**src/hdl/pgtsa_pkg.sv**
```systemverilog
// Constants, register map and state types of the PCM/GCI time slot assigner.
// Assumes a single system clock far faster than the highway bit clock.
package pgtsa_pkg;
    // Register byte offsets on the AHB-Lite slave
    localparam logic [7:0] ADDR_TX_SLOT = 8'h00;
    localparam logic [7:0] ADDR_TX_OFF = 8'h04;
    localparam logic [7:0] ADDR_RX_SLOT = 8'h08;
    localparam logic [7:0] ADDR_RX_OFF = 8'h0C;
    localparam logic [7:0] ADDR_CONFIG = 8'h10;
    localparam logic [7:0] ADDR_TX_READ = 8'h14;
    localparam logic [7:0] ADDR_STATUS = 8'h18;
    // Configuration register fields
    localparam int CFG_LINEAR = 0;
    localparam int CFG_SIGNAL = 1;
    localparam int CFG_HALF = 2;
    localparam int CFG_TX_RISE = 3;
    localparam int CFG_TX_ONE = 4;
    localparam int CFG_TX_TWO = 5;
    localparam int CFG_RX_TWO = 6;
    localparam int CFG_GCI_DBL = 7;
    // Reset values: channel 1 on slot 0, no offsets, falling edge, port one, companded
    localparam logic [6:0] TX_SLOT_RESET = 7'h00;
    localparam logic [6:0] RX_SLOT_RESET = 7'h00;
    localparam logic [2:0] TX_OFF_RESET = 3'h0;
    localparam logic [2:0] RX_OFF_RESET = 3'h0;
    localparam logic [7:0] CFG_RESET = 8'h10;
    // Synchronised pin indices
    localparam int PIN_CLK = 0;
    localparam int PIN_FRAME = 1;
    localparam int PIN_RX1 = 2;
    localparam int PIN_RX2 = 3;
    localparam int PIN_SEL0 = 4;
    localparam int PIN_SEL1 = 5;
    localparam int PIN_GCI = 6;
    localparam int PIN_COUNT = 7;
    // Window lengths in bits, minus one
    localparam logic [4:0] LEN_BYTE = 5'h07;
    localparam logic [4:0] LEN_WORD = 5'h0F;
    localparam logic [4:0] LEN_GCI = 5'h1F;
    localparam int CNT_W = 11;
    localparam logic [CNT_W-1:0] CNT_MAX = 11'h7FF;

    typedef enum logic [0:0] {
        WIN_IDLE = 1'b0,
        WIN_SHIFT = 1'b1
    } pgtsa_win_t;

    typedef struct packed {
        logic [PIN_COUNT-1:0] s1;
        logic [PIN_COUNT-1:0] s2;
        logic [PIN_COUNT-1:0] s3;
        logic [PIN_COUNT-1:0] lvl;
        logic div;
        logic fs_prev;
        logic frame_pend;
        logic [CNT_W-1:0] cnt;
        pgtsa_win_t tx_st;
        logic [4:0] tx_left;
        logic [31:0] tx_sh;
        logic tx_bit;
        logic [15:0] tx_read;
        pgtsa_win_t rx_st;
        logic [4:0] rx_left;
        logic rx_lin;
        logic rx_gci;
        logic [31:0] rx_sh;
        logic [7:0] rx_comp;
        logic rx_comp_vld;
        logic [15:0] rx_lin_word;
        logic rx_lin_vld;
        logic [15:0] rx_voice;
        logic [7:0] rx_mon;
        logic [7:0] rx_ci;
        logic rx_gci_vld;
        logic [6:0] tx_slot;
        logic [2:0] tx_off;
        logic [6:0] rx_slot;
        logic [2:0] rx_off;
        logic [7:0] cfg;
        logic ap_wr;
        logic [7:0] ap_addr;
        logic [31:0] rdata;
    } pgtsa_state_t;
endpackage : pgtsa_pkg

```
**src/hdl/pgtsa_top.sv**
```systemverilog
// PCM highway / GCI time slot assigner for one codec channel, with AHB-Lite registers.
// Assumes highway pins are asynchronous to clk_sys_in and at least 4x slower.
//
// The implementer's own choices: the register addresses and the AHB-Lite slave port.
`timescale 1ns/1ns

// Function
// - Linear samples go out as 16 bits over two back-to-back slots; companded use one.
// - Linear coding exists only in PCM/MPI mode.
// - Signalling enabled: slot after companded byte carries signalling, forming one 16-bit block.
// - Frame pulse marks transmit slot 0; transmit positions count from it.
// - Slot selectors are 7 bits, up to 128 byte channels per frame.
// - Transmit bytes are shifted out most significant bit first.
// - 3-bit clock slot settings delay transmit and receive slots by 0 to 7 bits.
// - A transmit window crossing the frame end keeps driving arbitrary bits with strobe on.
// - A receive window cut by the next frame pulse is lost.
// - Data goes to port one, two or both; matching low strobes while sending.
// - Transmit data and strobes change on the selected bit clock edge.
// - Host can read the outgoing transmit sample through the register port.
// - Companded receive bytes go to the expander; linear words bypass it.
// - Receive data comes from port one or port two as programmed.
// - Frame pulse marks receive slot 0; receive positions count from it.
// - GCI upstream sends two voice bytes, monitor byte and command/indicate byte.
// - GCI channel is chosen by the two channel select pins.
// - GCI frame pulse marks GCI channel 0; channels reference it.
// - GCI mode has no signalling slot and no linear coding.
// - GCI data runs at the fixed data rate, halving a double-rate clock.
// - GCI downstream voice bytes go to the expander, monitor and C/I to control.
// - Linear samples are 16-bit two's complement, sign bit first.
// - Signalling byte: bit 7 first detector, bit 6 second, bit 2 clock fail.
// - Reset gives slot 0, zero clock slots and falling edge transmit.
// - Half-rate bit clocking advances data on every second rising bit clock edge.
module pgtsa_top (
    input wire logic clk_sys_in,
    input wire logic nrst_in,
    input wire logic hsel_in,
    input wire logic [31:0] haddr_in,
    input wire logic [1:0] htrans_in,
    input wire logic hwrite_in,
    input wire logic [2:0] hsize_in,
    input wire logic [31:0] hwdata_in,
    input wire logic hready_in,
    output logic [31:0] hrdata_out,
    output logic hreadyout_out,
    output logic hresp_out,
    input wire logic bit_clock_in,
    input wire logic frame_pulse_in,
    input wire logic rx_port_one_in,
    input wire logic rx_port_two_in,
    input wire logic gci_mode_in,
    input wire logic channel_select_low_in,
    input wire logic channel_select_high_in,
    output logic tx_port_one_out,
    output logic tx_port_one_oe_out,
    output logic tx_port_two_out,
    output logic tx_port_two_oe_out,
    output logic tx_enable_strobe_one_n_out,
    output logic tx_enable_strobe_two_n_out,
    input wire logic [7:0] tx_voice_a_in,
    input wire logic [7:0] tx_voice_b_in,
    input wire logic [15:0] tx_linear_in,
    input wire logic [7:0] tx_monitor_in,
    input wire logic [7:0] tx_command_in,
    input wire logic first_detector_bit_in,
    input wire logic second_detector_bit_in,
    input wire logic clock_fail_flag_in,
    output logic [7:0] rx_compand_out,
    output logic rx_compand_valid_out,
    output logic [15:0] rx_linear_out,
    output logic rx_linear_valid_out,
    output logic [15:0] rx_gci_voice_out,
    output logic [7:0] rx_gci_monitor_out,
    output logic [7:0] rx_gci_command_out,
    output logic rx_gci_valid_out
);
    import pgtsa_pkg::*;

    pgtsa_state_t q;
    pgtsa_state_t n;
    logic [PIN_COUNT-1:0] pins;
    logic gci;
    logic lin_eff;
    logic sig_eff;
    logic half;
    logic pclk_rise;
    logic pclk_fall;
    logic eff_rise;
    logic eff_fall;
    logic tx_edge;
    logic rx_edge;
    logic restart;
    logic [1:0] chan;
    logic [CNT_W-1:0] tx_base;
    logic [CNT_W-1:0] rx_base;
    logic [31:0] tx_word;
    logic [4:0] tx_len;
    logic [4:0] rx_len;
    logic [7:0] sig_byte;
    logic rx_din;
    logic tx_load;
    logic ap_valid;
    logic [31:0] rd_mux;

    assign pins = {gci_mode_in, channel_select_high_in, channel_select_low_in,
                   rx_port_two_in, rx_port_one_in, frame_pulse_in, bit_clock_in};

    always_comb begin
        n = q;
        // Pin synchroniser: a change counts only once stages two and three agree
        n.s1 = pins;
        n.s2 = q.s1;
        n.s3 = q.s2;
        n.lvl = (q.s2 & q.s3) | (q.lvl & (q.s2 | q.s3));
        pclk_rise = n.lvl[PIN_CLK] & ~q.lvl[PIN_CLK];
        pclk_fall = ~n.lvl[PIN_CLK] & q.lvl[PIN_CLK];

        gci = q.lvl[PIN_GCI];
        chan = {q.lvl[PIN_SEL1], q.lvl[PIN_SEL0]};
        lin_eff = q.cfg[CFG_LINEAR] & ~gci;
        sig_eff = q.cfg[CFG_SIGNAL] & ~gci & ~q.cfg[CFG_LINEAR];

        // Half rate: one data bit spans two bit clock periods, shifted on rises only
        half = gci ? q.cfg[CFG_GCI_DBL] : q.cfg[CFG_HALF];
        if (half && pclk_rise) begin
            n.div = ~q.div;
        end
        eff_rise = half ? (pclk_rise & ~q.div) : pclk_rise;
        eff_fall = half ? (pclk_rise & q.div) : pclk_fall;
        tx_edge = q.cfg[CFG_TX_RISE] ? eff_rise : eff_fall;
        rx_edge = q.cfg[CFG_TX_RISE] ? eff_fall : eff_rise;

        // Frame pulse is sampled away from the transmit edge and acted on at the next one
        if (rx_edge) begin
            n.fs_prev = q.lvl[PIN_FRAME];
            if (q.lvl[PIN_FRAME] && !q.fs_prev) begin
                n.frame_pend = 1'b1;
            end
        end
        restart = tx_edge & q.frame_pend;
        if (restart) begin
            n.cnt = '0;
            n.frame_pend = 1'b0;
        end else if (tx_edge && q.cnt != CNT_MAX) begin
            n.cnt = q.cnt + 11'h001;
        end

        // Slot positions: groups of eight bits plus the clock slot delay in PCM; 32-bit channels from the select pins in GCI
        tx_base = gci ? {4'h0, chan, 5'h00} : ({1'b0, q.tx_slot, 3'h0} + {8'h00, q.tx_off});
        rx_base = gci ? {4'h0, chan, 5'h00} : ({1'b0, q.rx_slot, 3'h0} + {8'h00, q.rx_off});

        sig_byte = {first_detector_bit_in, second_detector_bit_in, 3'h0, clock_fail_flag_in, 2'h0};
        if (gci) begin
            tx_word = {tx_voice_a_in, tx_voice_b_in, tx_monitor_in, tx_command_in};
            tx_len = LEN_GCI;
        end else if (lin_eff) begin
            tx_word = {tx_linear_in, 16'h0000};
            tx_len = LEN_WORD;
        end else if (sig_eff) begin
            tx_word = {tx_voice_a_in, sig_byte, 16'h0000};
            tx_len = LEN_WORD;
        end else begin
            tx_word = {tx_voice_a_in, 24'h000000};
            tx_len = LEN_BYTE;
        end

        // Transmit window; not cut by a frame restart, so a late slot runs into the fraction
        tx_load = 1'b0;
        if (tx_edge) begin
            case (q.tx_st)
                WIN_IDLE: begin
                    if (n.cnt == tx_base) begin
                        tx_load = 1'b1;
                        n.tx_st = WIN_SHIFT;
                        n.tx_sh = tx_word;
                        n.tx_bit = tx_word[31];
                        n.tx_left = tx_len;
                        n.tx_read = tx_word[31:16];
                    end
                end
                WIN_SHIFT: begin
                    if (q.tx_left == 5'h00) begin
                        n.tx_st = WIN_IDLE;
                    end else begin
                        n.tx_sh = {q.tx_sh[30:0], 1'b0};
                        n.tx_bit = q.tx_sh[30];
                        n.tx_left = q.tx_left - 5'h01;
                    end
                end
                default: n.tx_st = WIN_IDLE;
            endcase
        end

        // Receive window
        rx_din = (q.cfg[CFG_RX_TWO] && !gci) ? q.lvl[PIN_RX2] : q.lvl[PIN_RX1];
        rx_len = gci ? LEN_GCI : (lin_eff ? LEN_WORD : LEN_BYTE);
        n.rx_comp_vld = 1'b0;
        n.rx_lin_vld = 1'b0;
        n.rx_gci_vld = 1'b0;
        if (restart) begin
            n.rx_st = WIN_IDLE;
        end else if (rx_edge) begin
            case (q.rx_st)
                WIN_IDLE: begin
                    if (q.cnt == rx_base) begin
                        n.rx_st = WIN_SHIFT;
                        n.rx_sh = {q.rx_sh[30:0], rx_din};
                        n.rx_left = rx_len - 5'h01;
                        n.rx_lin = lin_eff;
                        n.rx_gci = gci;
                    end
                end
                WIN_SHIFT: begin
                    n.rx_sh = {q.rx_sh[30:0], rx_din};
                    n.rx_left = q.rx_left - 5'h01;
                    if (q.rx_left == 5'h00) begin
                        n.rx_st = WIN_IDLE;
                        if (q.rx_gci) begin
                            n.rx_voice = n.rx_sh[31:16];
                            n.rx_mon = n.rx_sh[15:8];
                            n.rx_ci = n.rx_sh[7:0];
                            n.rx_gci_vld = 1'b1;
                        end else if (q.rx_lin) begin
                            n.rx_lin_word = n.rx_sh[15:0];
                            n.rx_lin_vld = 1'b1;
                        end else begin
                            n.rx_comp = n.rx_sh[7:0];
                            n.rx_comp_vld = 1'b1;
                        end
                    end
                end
                default: n.rx_st = WIN_IDLE;
            endcase
        end

        // AHB-Lite slave: zero wait states, writes land in the data phase
        ap_valid = hsel_in & htrans_in[1] & hready_in;
        if (q.ap_wr) begin
            case (q.ap_addr)
                ADDR_TX_SLOT: n.tx_slot = hwdata_in[6:0];
                ADDR_TX_OFF: n.tx_off = hwdata_in[2:0];
                ADDR_RX_SLOT: n.rx_slot = hwdata_in[6:0];
                ADDR_RX_OFF: n.rx_off = hwdata_in[2:0];
                ADDR_CONFIG: n.cfg = hwdata_in[7:0];
                default: n.cfg = n.cfg;
            endcase
        end
        n.ap_wr = ap_valid & hwrite_in;
        n.ap_addr = {haddr_in[7:2], 2'b00};
        // Read mux sees the write of the previous transfer, so back-to-back access is coherent
        case ({haddr_in[7:2], 2'b00})
            ADDR_TX_SLOT: rd_mux = {25'h0000000, n.tx_slot};
            ADDR_TX_OFF: rd_mux = {29'h00000000, n.tx_off};
            ADDR_RX_SLOT: rd_mux = {25'h0000000, n.rx_slot};
            ADDR_RX_OFF: rd_mux = {29'h00000000, n.rx_off};
            ADDR_CONFIG: rd_mux = {24'h000000, n.cfg};
            ADDR_TX_READ: rd_mux = {16'h0000, q.tx_read};
            ADDR_STATUS: rd_mux = {15'h0000, gci, chan, q.tx_st, q.rx_st, 1'b0, q.cnt};
            default: rd_mux = 32'h00000000;
        endcase
        if (ap_valid && !hwrite_in) begin
            n.rdata = rd_mux;
        end

        if (!nrst_in) begin
            n = '0;
            n.tx_slot = TX_SLOT_RESET;
            n.rx_slot = RX_SLOT_RESET;
            n.tx_off = TX_OFF_RESET;
            n.rx_off = RX_OFF_RESET;
            n.cfg = CFG_RESET;
            n.tx_st = WIN_IDLE;
            n.rx_st = WIN_IDLE;
        end
    end

    always_ff @(posedge clk_sys_in) begin
        q <= n;
    end

    // Port two is silent in GCI mode: upstream uses a single line
    assign tx_port_one_out = q.tx_bit;
    assign tx_port_two_out = q.tx_bit;
    assign tx_port_one_oe_out = (q.tx_st == WIN_SHIFT) & (q.cfg[CFG_TX_ONE] | gci);
    assign tx_port_two_oe_out = (q.tx_st == WIN_SHIFT) & q.cfg[CFG_TX_TWO] & ~gci;
    assign tx_enable_strobe_one_n_out = ~tx_port_one_oe_out;
    assign tx_enable_strobe_two_n_out = ~tx_port_two_oe_out;
    assign hrdata_out = q.rdata;
    assign hreadyout_out = 1'b1;
    assign hresp_out = 1'b0;
    assign rx_compand_out = q.rx_comp;
    assign rx_compand_valid_out = q.rx_comp_vld;
    assign rx_linear_out = q.rx_lin_word;
    assign rx_linear_valid_out = q.rx_lin_vld;
    assign rx_gci_voice_out = q.rx_voice;
    assign rx_gci_monitor_out = q.rx_mon;
    assign rx_gci_command_out = q.rx_ci;
    assign rx_gci_valid_out = q.rx_gci_vld;
endmodule : pgtsa_top

```
**config.mk**
```make
export PLATFORM = sky130hd
export DESIGN_NAME = pgtsa_top
export DESIGN_NICKNAME = d
export VERILOG_FILES = /design/src/hdl/pgtsa_pkg.sv /design/src/hdl/pgtsa_top.sv
export SDC_FILE = /design/constraint.sdc
export NUM_CORES = 1
export LEC_CHECK = 0
export BUFFER_PORTS_ARGS = -buffer_cell sky130_fd_sc_hd__clkbuf_2
export CAP_MARGIN = 10
export CORE_MARGIN = 2
export CORE_UTILIZATION = 40
export CTS_CLUSTER_SIZE = 25
export DETAILED_ROUTE_END_ITERATION = 10
export HOLD_SLACK_MARGIN = 0.02
export SLEW_MARGIN = 10
export SYNTH_ARGS = -nofsm -noshare
export SYNTH_HDL_FRONTEND = slang
export SYNTH_SLANG_ARGS = --single-unit
```
**constraint.sdc**
```tcl
create_clock -name clk_sys_in -period 3 [get_ports clk_sys_in]
set_input_delay 0.6 -clock clk_sys_in [delete_from_list [all_inputs] [get_ports clk_sys_in]]
set_output_delay 0.6 -clock clk_sys_in [all_outputs]
set_load 0.02 [all_outputs]
```
# [Word level (Yosys, flattened, before mapping)]
# Index checks and enable logic that the tools add are counted.
[classes] n_addsub=6 bitwise_logic=34 mux=36 reduce_logical=23 n_eq_ne=16
[ops] cell="17-bit case mux with 7 select lines" count=1
[ops] cell="39-bit case mux with 2 select lines" count=1
[ops] cell="32-bit 2-to-1 mux" count=2
[ops] cell="32-bit case mux with 2 select lines" count=1
[ops] cell="55-bit 2-to-1 mux" count=1
[ops] cell="11-bit 2-to-1 mux" count=4
[ops] cell="40-bit 2-to-1 mux" count=1
[ops] cell="38-bit 2-to-1 mux" count=1
[ops] cell="33-bit 2-to-1 mux" count=1
[ops] cell="28-bit 2-to-1 mux" count=1
[ops] cell="24-bit 2-to-1 mux" count=1
[ops] cell="10-bit by 3-bit adder with 11-bit output" count=2
[ops] cell="11-bit == test" count=2
[ops] cell="6-bit by 3-bit == test with 1-bit output (second input constant)" count=3
[ops] cell="17-bit 2-to-1 mux" count=1
[ops] cell="8-bit by 4-bit == test with 1-bit output (second input constant)" count=2
[ops] cell="1-bit inverter" count=15
[ops] cell="5-bit by 1-bit subtractor with 5-bit output (second input constant)" count=3
[ops] cell="1-bit bitwise AND" count=14
[ops] cell="7-bit bitwise AND" count=2
[ops] cell="7-bit 2-to-1 mux" count=2
[ops] cell="7-bit bitwise OR" count=2
[ops] cell="6-bit by 2-bit == test with 1-bit output (second input constant)" count=2
[ops] cell="4-bit 2-to-1 mux" count=3
[ops] cell="26 further kinds" count=47
[totals] in_bits=132 ff_bits=265

# [Depth between registers and ports, before layout]
# Gate-level depths: netlist (run 1).
[logic_depth] ltp_word=13 ltp_mapped=14 ltp_nobuf=11

# [Least setup slack after synthesis (run 1)]
# No wires, ideal clock.
[synth_timing] path_kind="register -> register" from="reg q[223] (netlist name)" to="reg q[208] (netlist name)" setup_ns=0.116 arrival_time_ns=2.987 path_stages_with_launch=14 slack_ns=-0.103 path_buffers=2 synth_period_minus_slack_ns=3.103 path_cell_list="dfxtp_1 > ha_1 > and3_1 > a31oi_1 > nand4_1 > a2111oi_4 > nor3_1 > o2111a_1 > nor3_1 > nor4_4 > or2_1 > buf_4 > buf_4 > o211a_1"
[synth_via] elab_chain_len=7 elab_cells_between_ends=8 cone_classes="1 x add/sub; 3 x eq/ne; 2 x mux; 2 x reduce/logical"
[synth_rtl] item="start, declared" line_no="pgtsa_top.sv:78" text="pgtsa_state_t q;"
[synth_rtl] item="start signal, assigned" line_no="pgtsa_top.sv:277" text="q <= n;"
[synth_rtl] item="parallel branches: the longest is 2 deep, another holds 11-bit by 1-bit adder with 11-bit output"
[synth_rtl] item="11-bit 2-to-1 mux *" line_no="pgtsa_top.sv:143" text="end else if (tx_edge && q.cnt != CNT_MAX) begin"
[synth_rtl] item="11-bit 2-to-1 mux *" line_no="pgtsa_top.sv:140" text="if (restart) begin"
[synth_rtl] item="11-bit == test *" line_no="pgtsa_top.sv:171" text="if (n.cnt == tx_base) begin"
[synth_rtl] item="2-bit inequality test (no line) *"
[synth_rtl] item="3-bit AND reduction (no line) *"
# Every way passes the cells marked *.
# A chain may end at the register's enable or synchronous reset.

# [Worst setup path in the final report (run 1)]
[layout_timing] from="reg q (netlist bit gci)" to="reg q[220] (netlist name)"
[layout_via] elab_chain_len=9 elab_cells_between_ends=21 cone_classes="2 x eq/ne; 12 x mux; 5 x bitwise; 2 x reduce/logical"
[layout_rtl] item="1-bit 2-to-1 mux" line_no="pgtsa_top.sv:123" text="half = gci ? q.cfg[CFG_GCI_DBL] : q.cfg[CFG_HALF];"
[layout_rtl] item="1-bit 2-to-1 mux (on tied branches)" line_no="pgtsa_top.sv:128, pgtsa_top.sv:127"
[layout_rtl] item="1-bit 2-to-1 mux" line_no="pgtsa_top.sv:129" text="tx_edge = q.cfg[CFG_TX_RISE] ? eff_rise : eff_fall;"
[layout_rtl] item="1-bit logical AND" line_no="pgtsa_top.sv:143"
[layout_rtl] item="11-bit 2-to-1 mux" line_no="pgtsa_top.sv:143"
[layout_rtl] item="11-bit 2-to-1 mux" line_no="pgtsa_top.sv:140"
[layout_rtl] item="11-bit == test" line_no="pgtsa_top.sv:171"
[layout_rtl] item="2-bit inequality test (no line)"
[layout_rtl] item="3-bit AND reduction (no line)"
# Parallel ways exist; a longest one is shown, timed or not. The select of a mux whose other input is x is not followed.

==> impl_metrics.tcl, run 1 <==
set metrics [dict create \
    status "finished, violations left" \
    violations "negative setup slack" \
    place_inst 1909 \
    synth_area_leaders "dfxtp_1, nand2_1, a21oi_1" \
    synthDominantCellAreaShare_pct 41.7 \
    hold_buffers 0 \
    layout-area-overhead-vs-synth_pct 23.9 \
    fmax_ghz 0.314 \
    synth_edf_count 0 \
    fp.dieW_um 176 \
    r2r_end "q[220]$_SDFFE_PN0P_" \
    utilization_pct 50.7 \
    core_area_um2 28900 \
    cts_max_level 1 \
    rows 62 \
    ys_seq_elements 246 \
    antenna_found_initial 2 \
    cts_max_path_buffers 3 \
    start_util_pct 40.9 \
    min_period_ns 3.18 \
    clock_tree.root_cell "clkbuf_16" \
    cp_max_fo 8 \
    setup_ws_ns -0.185 \
    grt_pass1_vias 9757 \
    holdPathEnd "q[259]$_SDFF_PN0_" \
    critPathCaptureType "flip-flop" \
    instances_no_fill 1997 \
    clk_pin_slew_ns 0.06 \
    syn_area_per_cell_um2 8.17 \
    grt_pass1_wl_mm 51.8 \
    dpl.hpwl_mm 22.0 \
    overflow 0 \
    drt_wl_total_mm 33.3 \
    finalCritPeriodShare_pct 106 \
    routed_via_density 5.39 \
    synth.distinct_cells 84 \
    worstReg2RegStart "gci$_SDFF_PN0_" \
    pre_cts_ws_ns -0.335 \
    die_area_um2 30900 \
    hp-start "frame_pulse_in" \
    cp_slowest_cell "dfxtp_4" \
    gp_congestion 0.887 \
    cts_sinks 246 \
    yosysSeqAreaShare_pct 41.7 \
    synth.most_common_cell "dfxtp_1" \
    ys.warnings.count 0 \
    synth-main-ff-cell "dfxtp_1" \
    max-cap-violations 0 \
    grt_max_degree 82 \
    fillerInstances 2760 \
    peakVddDrop_v 0.000455 \
    clock_latency_ns 0.56 \
    hp-class "in2reg" \
    dr.pass1.iters 7 \
    finalSetupViolations 53 \
    cts_tree "yes" \
    die_h_um 176 \
    drive_gt1_share_pct 28.3 \
    arrival_ns 3.67 \
    finalNetCount 1725 \
    hold_violations 0 \
    ant_nets 0 \
    critical_path.cell_chain "mux2i_4 > nand3_4 > a21o_4 > buf_6 > a2111oi_4 > buf_4 > o21a_1 > o2111a_1 > nor3_4 > nor4_4 > buf_6 > or2_4 > buf_12 > buf_16 > o211a_1" \
    ff2ff_path_depth 15 \
    remaining_drc_errors 0 \
    port_buffers 159 \
    async_reset_ff_share_pct 0 \
    p_per_area_nw_per_um2 489 \
    skew_ns 0.0181 \
    drt-initial-drc-count 874 \
    track_usage_pct 20.6 \
    io-pin-count 231 \
    wl_per_cell_um 16.7 \
    grt_setup_unrepaired "true" \
    synth_cells 1445 \
    r2r_setup_slack_ns -0.18 \
    cpPeakStageDelay_ns 0.38 \
    cellLeakagePower_uw 0.00579 \
    whs_path_depth 2 \
    numCtsBuffers 27 \
    path_class "reg2reg" \
    synth_top_cell_by_area "dfxtp_1" \
    slew_viol_final 0 \
    crit_required_ns 3.49 \
    netlist_area_um2 11800 \
    max_slew.worst_pin.slew_ns 1.16 \
    num_vias 10800 \
    whs_ns 0.259 \
    synth_top_cells_by_count "dfxtp_1, nand2_1, a21oi_1" \
    start_kind "flip-flop" \
    power_uw 7150 \
    slew_headroom_pct 22.2 \
    cp_common_cell "buf_6" \
]
## worst max-delay path: cells and delay by family, from the launching register on
family,cells,cell delay (ns)
multiplexers,1,0.27
AO/OA/AOI/OAI,5,1.13
AND/OR/NAND/NOR,4,0.61
flip-flops,1,0.38
buffers and inverters,5,0.75
## logic make-up after synthesis
family / Yosys count / synth area share (%)
AND/OR/NAND/NOR: 538 / 21.2
adder cells (fa/ha/maj): 3 / 0.318
multiplexers: 52 / 4.60
AO/OA/AOI/OAI: 369 / 20.5
other: 2 / 0.0636
buffers and inverters: 224 / 10.7
XOR/XNOR: 11 / 0.816
flip-flops: 246 / 41.7
## cells in the final DEF (no fill, tap or decap), types with 6 or more instances in the layout
cell type,n
o2111a_1,11
buf_6,16
clkbuf_2,159
a31oi_1,12
mux2_2,6
nand2b_1,13
nand3_1,42
a22oi_2,7
mux2i_1,43
o31ai_1,18
o21ai_0,50
o2111ai_1,11
o21ai_1,8
clkbuf_16,28
dfxtp_1,241
and3_1,7
buf_4,114
a21oi_1,139
nand2_1,244
a22oi_1,11
conb_1,17
a21oi_2,16
a222oi_1,15
clkinv_2,8
o211a_1,8
inv_1,18
nand4_1,7
o21ai_2,8
buf_12,11
nor2_1,111
nor2b_1,8
nor3_1,12
and2_1,39
a211oi_1,6
## worst max path at each step
stage | cells after the start | slack (ns) | from | to
5_1_grt | 15 | -0.33 | gci$_SDFF_PN0_ | q[215]$_SDFFE_PN0P_
6_report | 15 | -0.18 | gci$_SDFF_PN0_ | q[220]$_SDFFE_PN0P_
4_1_cts | 13 | -0.17 | gci$_SDFF_PN0_ | q[192]$_SDFFE_PN0P_
3_5_place_dp | 13 | -0.34 | gci$_SDFF_PN0_ | q[188]$_SDFFE_PN0P_
3_3_place_gp | 11 | -0.29 | q[48]$_SDFF_PN0_ | q[188]$_SDFFE_PN0P_
2_1_floorplan | 12 | 0.0007 | gci$_SDFF_PN0_ | q[185]$_SDFFE_PN0P_
## area by class of cell
cell class / instances / area (µm²) / share of cell area (%)
repair buffers: 305 / 2170 / 14.9
clock inverters: 16 / 159 / 1.09
clock buffers: 34 / 752 / 5.14
well taps: 384 / 480 / 3.28
diodes: 2 / 5.00 / 0.0342
multi-input cells: 990 / 6050 / 41.3
inverters: 20 / 77.6 / 0.530
flip-flops and latches: 246 / 4930 / 33.7
## per-layer routing
layer	track usage, %	up-vias	part of all wire [%]
met3	3.44	64	6.2
li1	-	5248	-
met5	0	-	0
met2	32.6	381	46
met4	7.58	0	3.1
met1	28.2	5076	45
## what timing repair did
action | 4_1_cts | 5_1_grt
pin swaps | 23 | 22
gates cloned | 3 | 3
setup endpoints to repair | 54 | 54
resized for setup | 53 | 47
buffers inserted | 26 | 5
## stage by stage
| step | area [µm²] | TNS [ns] |
|---|---|---|
| 2_1_floorplan | 11900 | 0 |
| 3_3_place_gp | 13000 | -10.11 |
| 3_5_place_dp | 13000 | -12.90 |
| 4_1_cts | 14400 | -6.59 |
| 5_1_grt | 14600 | -14.17 |
| 6_report | 14600 | -6.39 |
## report_power, final
part | switching, µW | internal, µW | total [µW] | leakage, µW
clock | 1430 | 1960 | 3390 | 0.000445
combinational | 264 | 185 | 449 | 0.00335
sequential | 17.9 | 3290 | 3310 | 0.00199
total | 1710 | 5440 | 7150 | 0.00579
## sequential cells by signal, summed over array words and instances (netlist names)
name and cells:
rx_gci_voice_out 16, rx_gci_command_out 8, hrdata_out 17, rx_gci_monitor_out 8
gci 1, chan 2, rx_gci_valid_out 1, rx_compand_valid_out 1
rx_linear_valid_out 1, rx_compand_out 8, rx_linear_out 16, q 167
No activity file was read; power rests on OpenSTA's default activity.
==> run 2, diff against run 1 <==
==> constraint.sdc (replaced) <==
create_clock -name clk_sys_in -period 3 [get_ports clk_sys_in]
set_input_delay 0 -clock clk_sys_in [delete_from_list [all_inputs] [get_ports clk_sys_in]]
set_output_delay 0 -clock clk_sys_in [all_outputs]
set_load 0.02 [all_outputs]
==> run 2 against run 1 <==
  * The run still ends with negative setup slack left
  * Clock skew down 0.0061 ns
  * Global-route usage up 0.82 points
  * Flip-flop and latch count is the same
  * Clock power about the same
  * Routed wire length is 3.1% higher
  * Combinational power rose by 17%
  * Critical path depth did not move
  * Final cell count is 3.4% higher
  * Worst setup slack got worse by 0.016 ns
  * Critical endpoint is now q[201]$_SDFFE_PN0P_
==> impl_metrics.tcl, run 2 (synthesis gave the netlist of run 1 again) <==
set metrics [dict create \
    cp_max_fo 8 \
    wl_per_cell_um 16.6 \
    die_area_um2 30900 \
    r2r_setup_slack_ns -0.20 \
    skew_ns 0.0120 \
    remaining_drc_errors 0 \
    num_vias 11100 \
    r2r_end "q[201]$_SDFFE_PN0P_" \
    whs_path_depth 5 \
    die_h_um 176 \
    fp.dieW_um 176 \
    numCtsBuffers 27 \
    clock_tree.root_cell "clkbuf_16" \
    fmax_ghz 0.312 \
    cellLeakagePower_uw 0.00608 \
    core_area_um2 28900 \
    max_slew.worst_pin.slew_ns 1.24 \
    gp_congestion 0.908 \
    critPathCaptureType "flip-flop" \
    grt_setup_unrepaired "true" \
    finalCritPeriodShare_pct 107 \
    peakVddDrop_v 0.000390 \
    start_kind "flip-flop" \
    dpl.hpwl_mm 22.7 \
    finalNetCount 1795 \
    worstReg2RegStart "gci$_SDFF_PN0_" \
    grt_pass1_wl_mm 54.1 \
    cts_max_level 1 \
    finalSetupViolations 52 \
    holdPathEnd "q[201]$_SDFFE_PN0P_" \
    grt_pass1_vias 10400 \
    crit_required_ns 3.49 \
    antenna_found_initial 1 \
    final_cell_mix "nand2_1, dfxtp_1, clkbuf_2, a21oi_1, buf_4" \
    rows 62 \
    violations "negative setup slack" \
    wl_met2_mm 16.1 \
    drt-initial-drc-count 821 \
    utilization_pct 52.8 \
    cts_sinks 246 \
    status "finished, violations left" \
    clock_latency_ns 0.54 \
    hold_violations 0 \
    start_util_pct 40.9 \
    slew_headroom_pct 16.8 \
    setup_ws_ns -0.201 \
    io-pin-count 231 \
    grt_max_degree 100 \
    routed_via_density 5.38 \
    path_class "reg2reg" \
    slew_viol_final 0 \
    max-cap-violations 0 \
    diodes 0 \
    hp-class "in2reg" \
    wl_met1_mm 14.9 \
    clk_pin_slew_ns 0.06 \
    overflow 0 \
    ant_nets 0 \
    layout-area-overhead-vs-synth_pct 29.1 \
    ff2ff_path_depth 15 \
    top_layer "met4" \
    p_per_area_nw_per_um2 472 \
    track_usage_pct 21.4 \
    dr.pass1.iters 6 \
    port_buffers 159 \
    postPlaceCellArea_um2 13000 \
    cts_tree "yes" \
    arrival_ns 3.69 \
    whs_ns 0.0370 \
    largest_register_ffs 167 \
    dr_wl_met3_mm 2.33 \
    regMostFlops "q" \
    finalInstanceArea_um2 15200 \
    drive_gt1_share_pct 25.1 \
    pre_cts_ws_ns -0.270 \
    hp-start "tx_linear_in[0]" \
    min_period_ns 3.20 \
    drt_wl_total_mm 34.4 \
    cts_max_path_buffers 3 \
]
run 2: cell types whose count changed in the layout (fill, tap and decap cells not counted), moves of 5 or more:
cell	before	now
clkinv_2	8	3
o21ai_0	50	61
dlygate4sd3_1	0	74
buf_6	16	6
a22oi_1	11	16
o21ai_2	8	1
a21oi_2	16	3
a22oi_2	7	2
a21oi_1	139	152
run 2: stage by stage:
stage               power, µW  cells  TNS, ns
detailed placement       3800   1915    -9.45
finish                   7200   2065    -7.36
global placement         3800   1915    -6.88
CTS                      7240   2059    -4.69
global route             7450   2065   -13.06
floorplan                3640   1460        0
run 2: final cells by class:
type / instances / area (µm²)
clock buffer: 38 / 767
clock inverter: 12 / 143
fill: 2689 / 13600
inverter: 20 / 77.6
multi-input combinational: 991 / 5950
sequential: 246 / 4930
tap: 384 / 480
timing repair buffer: 374 / 2890
run 2: worst max-delay path by stage:
stage / start / to / cells after the start
2_1_floorplan: gci$_SDFF_PN0_ / q[185]$_SDFFE_PN0P_ / 12
3_3_place_gp: gci$_SDFF_PN0_ / q[209]$_SDFFE_PN0P_ / 13
3_5_place_dp: gci$_SDFF_PN0_ / q[186]$_SDFFE_PN0P_ / 13
4_1_cts: gci$_SDFF_PN0_ / q[199]$_SDFFE_PN0P_ / 14
5_1_grt: gci$_SDFF_PN0_ / q[216]$_SDFFE_PN0P_ / 14
6_report: gci$_SDFF_PN0_ / q[201]$_SDFFE_PN0P_ / 15
run 2: critical path: stages (launching register included):
cell and delay (ns):
dfxtp_4 0.36, mux2i_4 0.20, buf_4 0.15, o211ai_4 0.32, buf_12 0.17, buf_4 0.11
a21oi_2 0.06, a211oi_4 0.22, buf_6 0.15, mux2i_2 0.08, or3b_4 0.41, nor4_4 0.17
buf_6 0.19, or2_4 0.21, clkbuf_16 0.17, o2111a_1 0.16
run 2: metal layers:
metal  vias up  track usage (%)
li1       5372                -
met3        76             4.11
met2       398             35.1
met5         -                0
met1      5257             28.1
met4         0             7.58
run 2: what timing repair did:
item                                   CTS  global route
gates resized for setup                 26            28
gates cloned                             6             1
pin swaps                               26            11
endpoints found under the hold margin   91             0
buffers inserted                        14             5
setup endpoints to repair               54            65
hold buffers                            74             0
run 2: power breakdown:
part | total (µW) | internal (µW) | switching, µW
clock | 3370 | 1970 | 1390
combinational | 524 | 243 | 281
sequential | 3310 | 3290 | 17.3
total | 7200 | 5510 | 1690
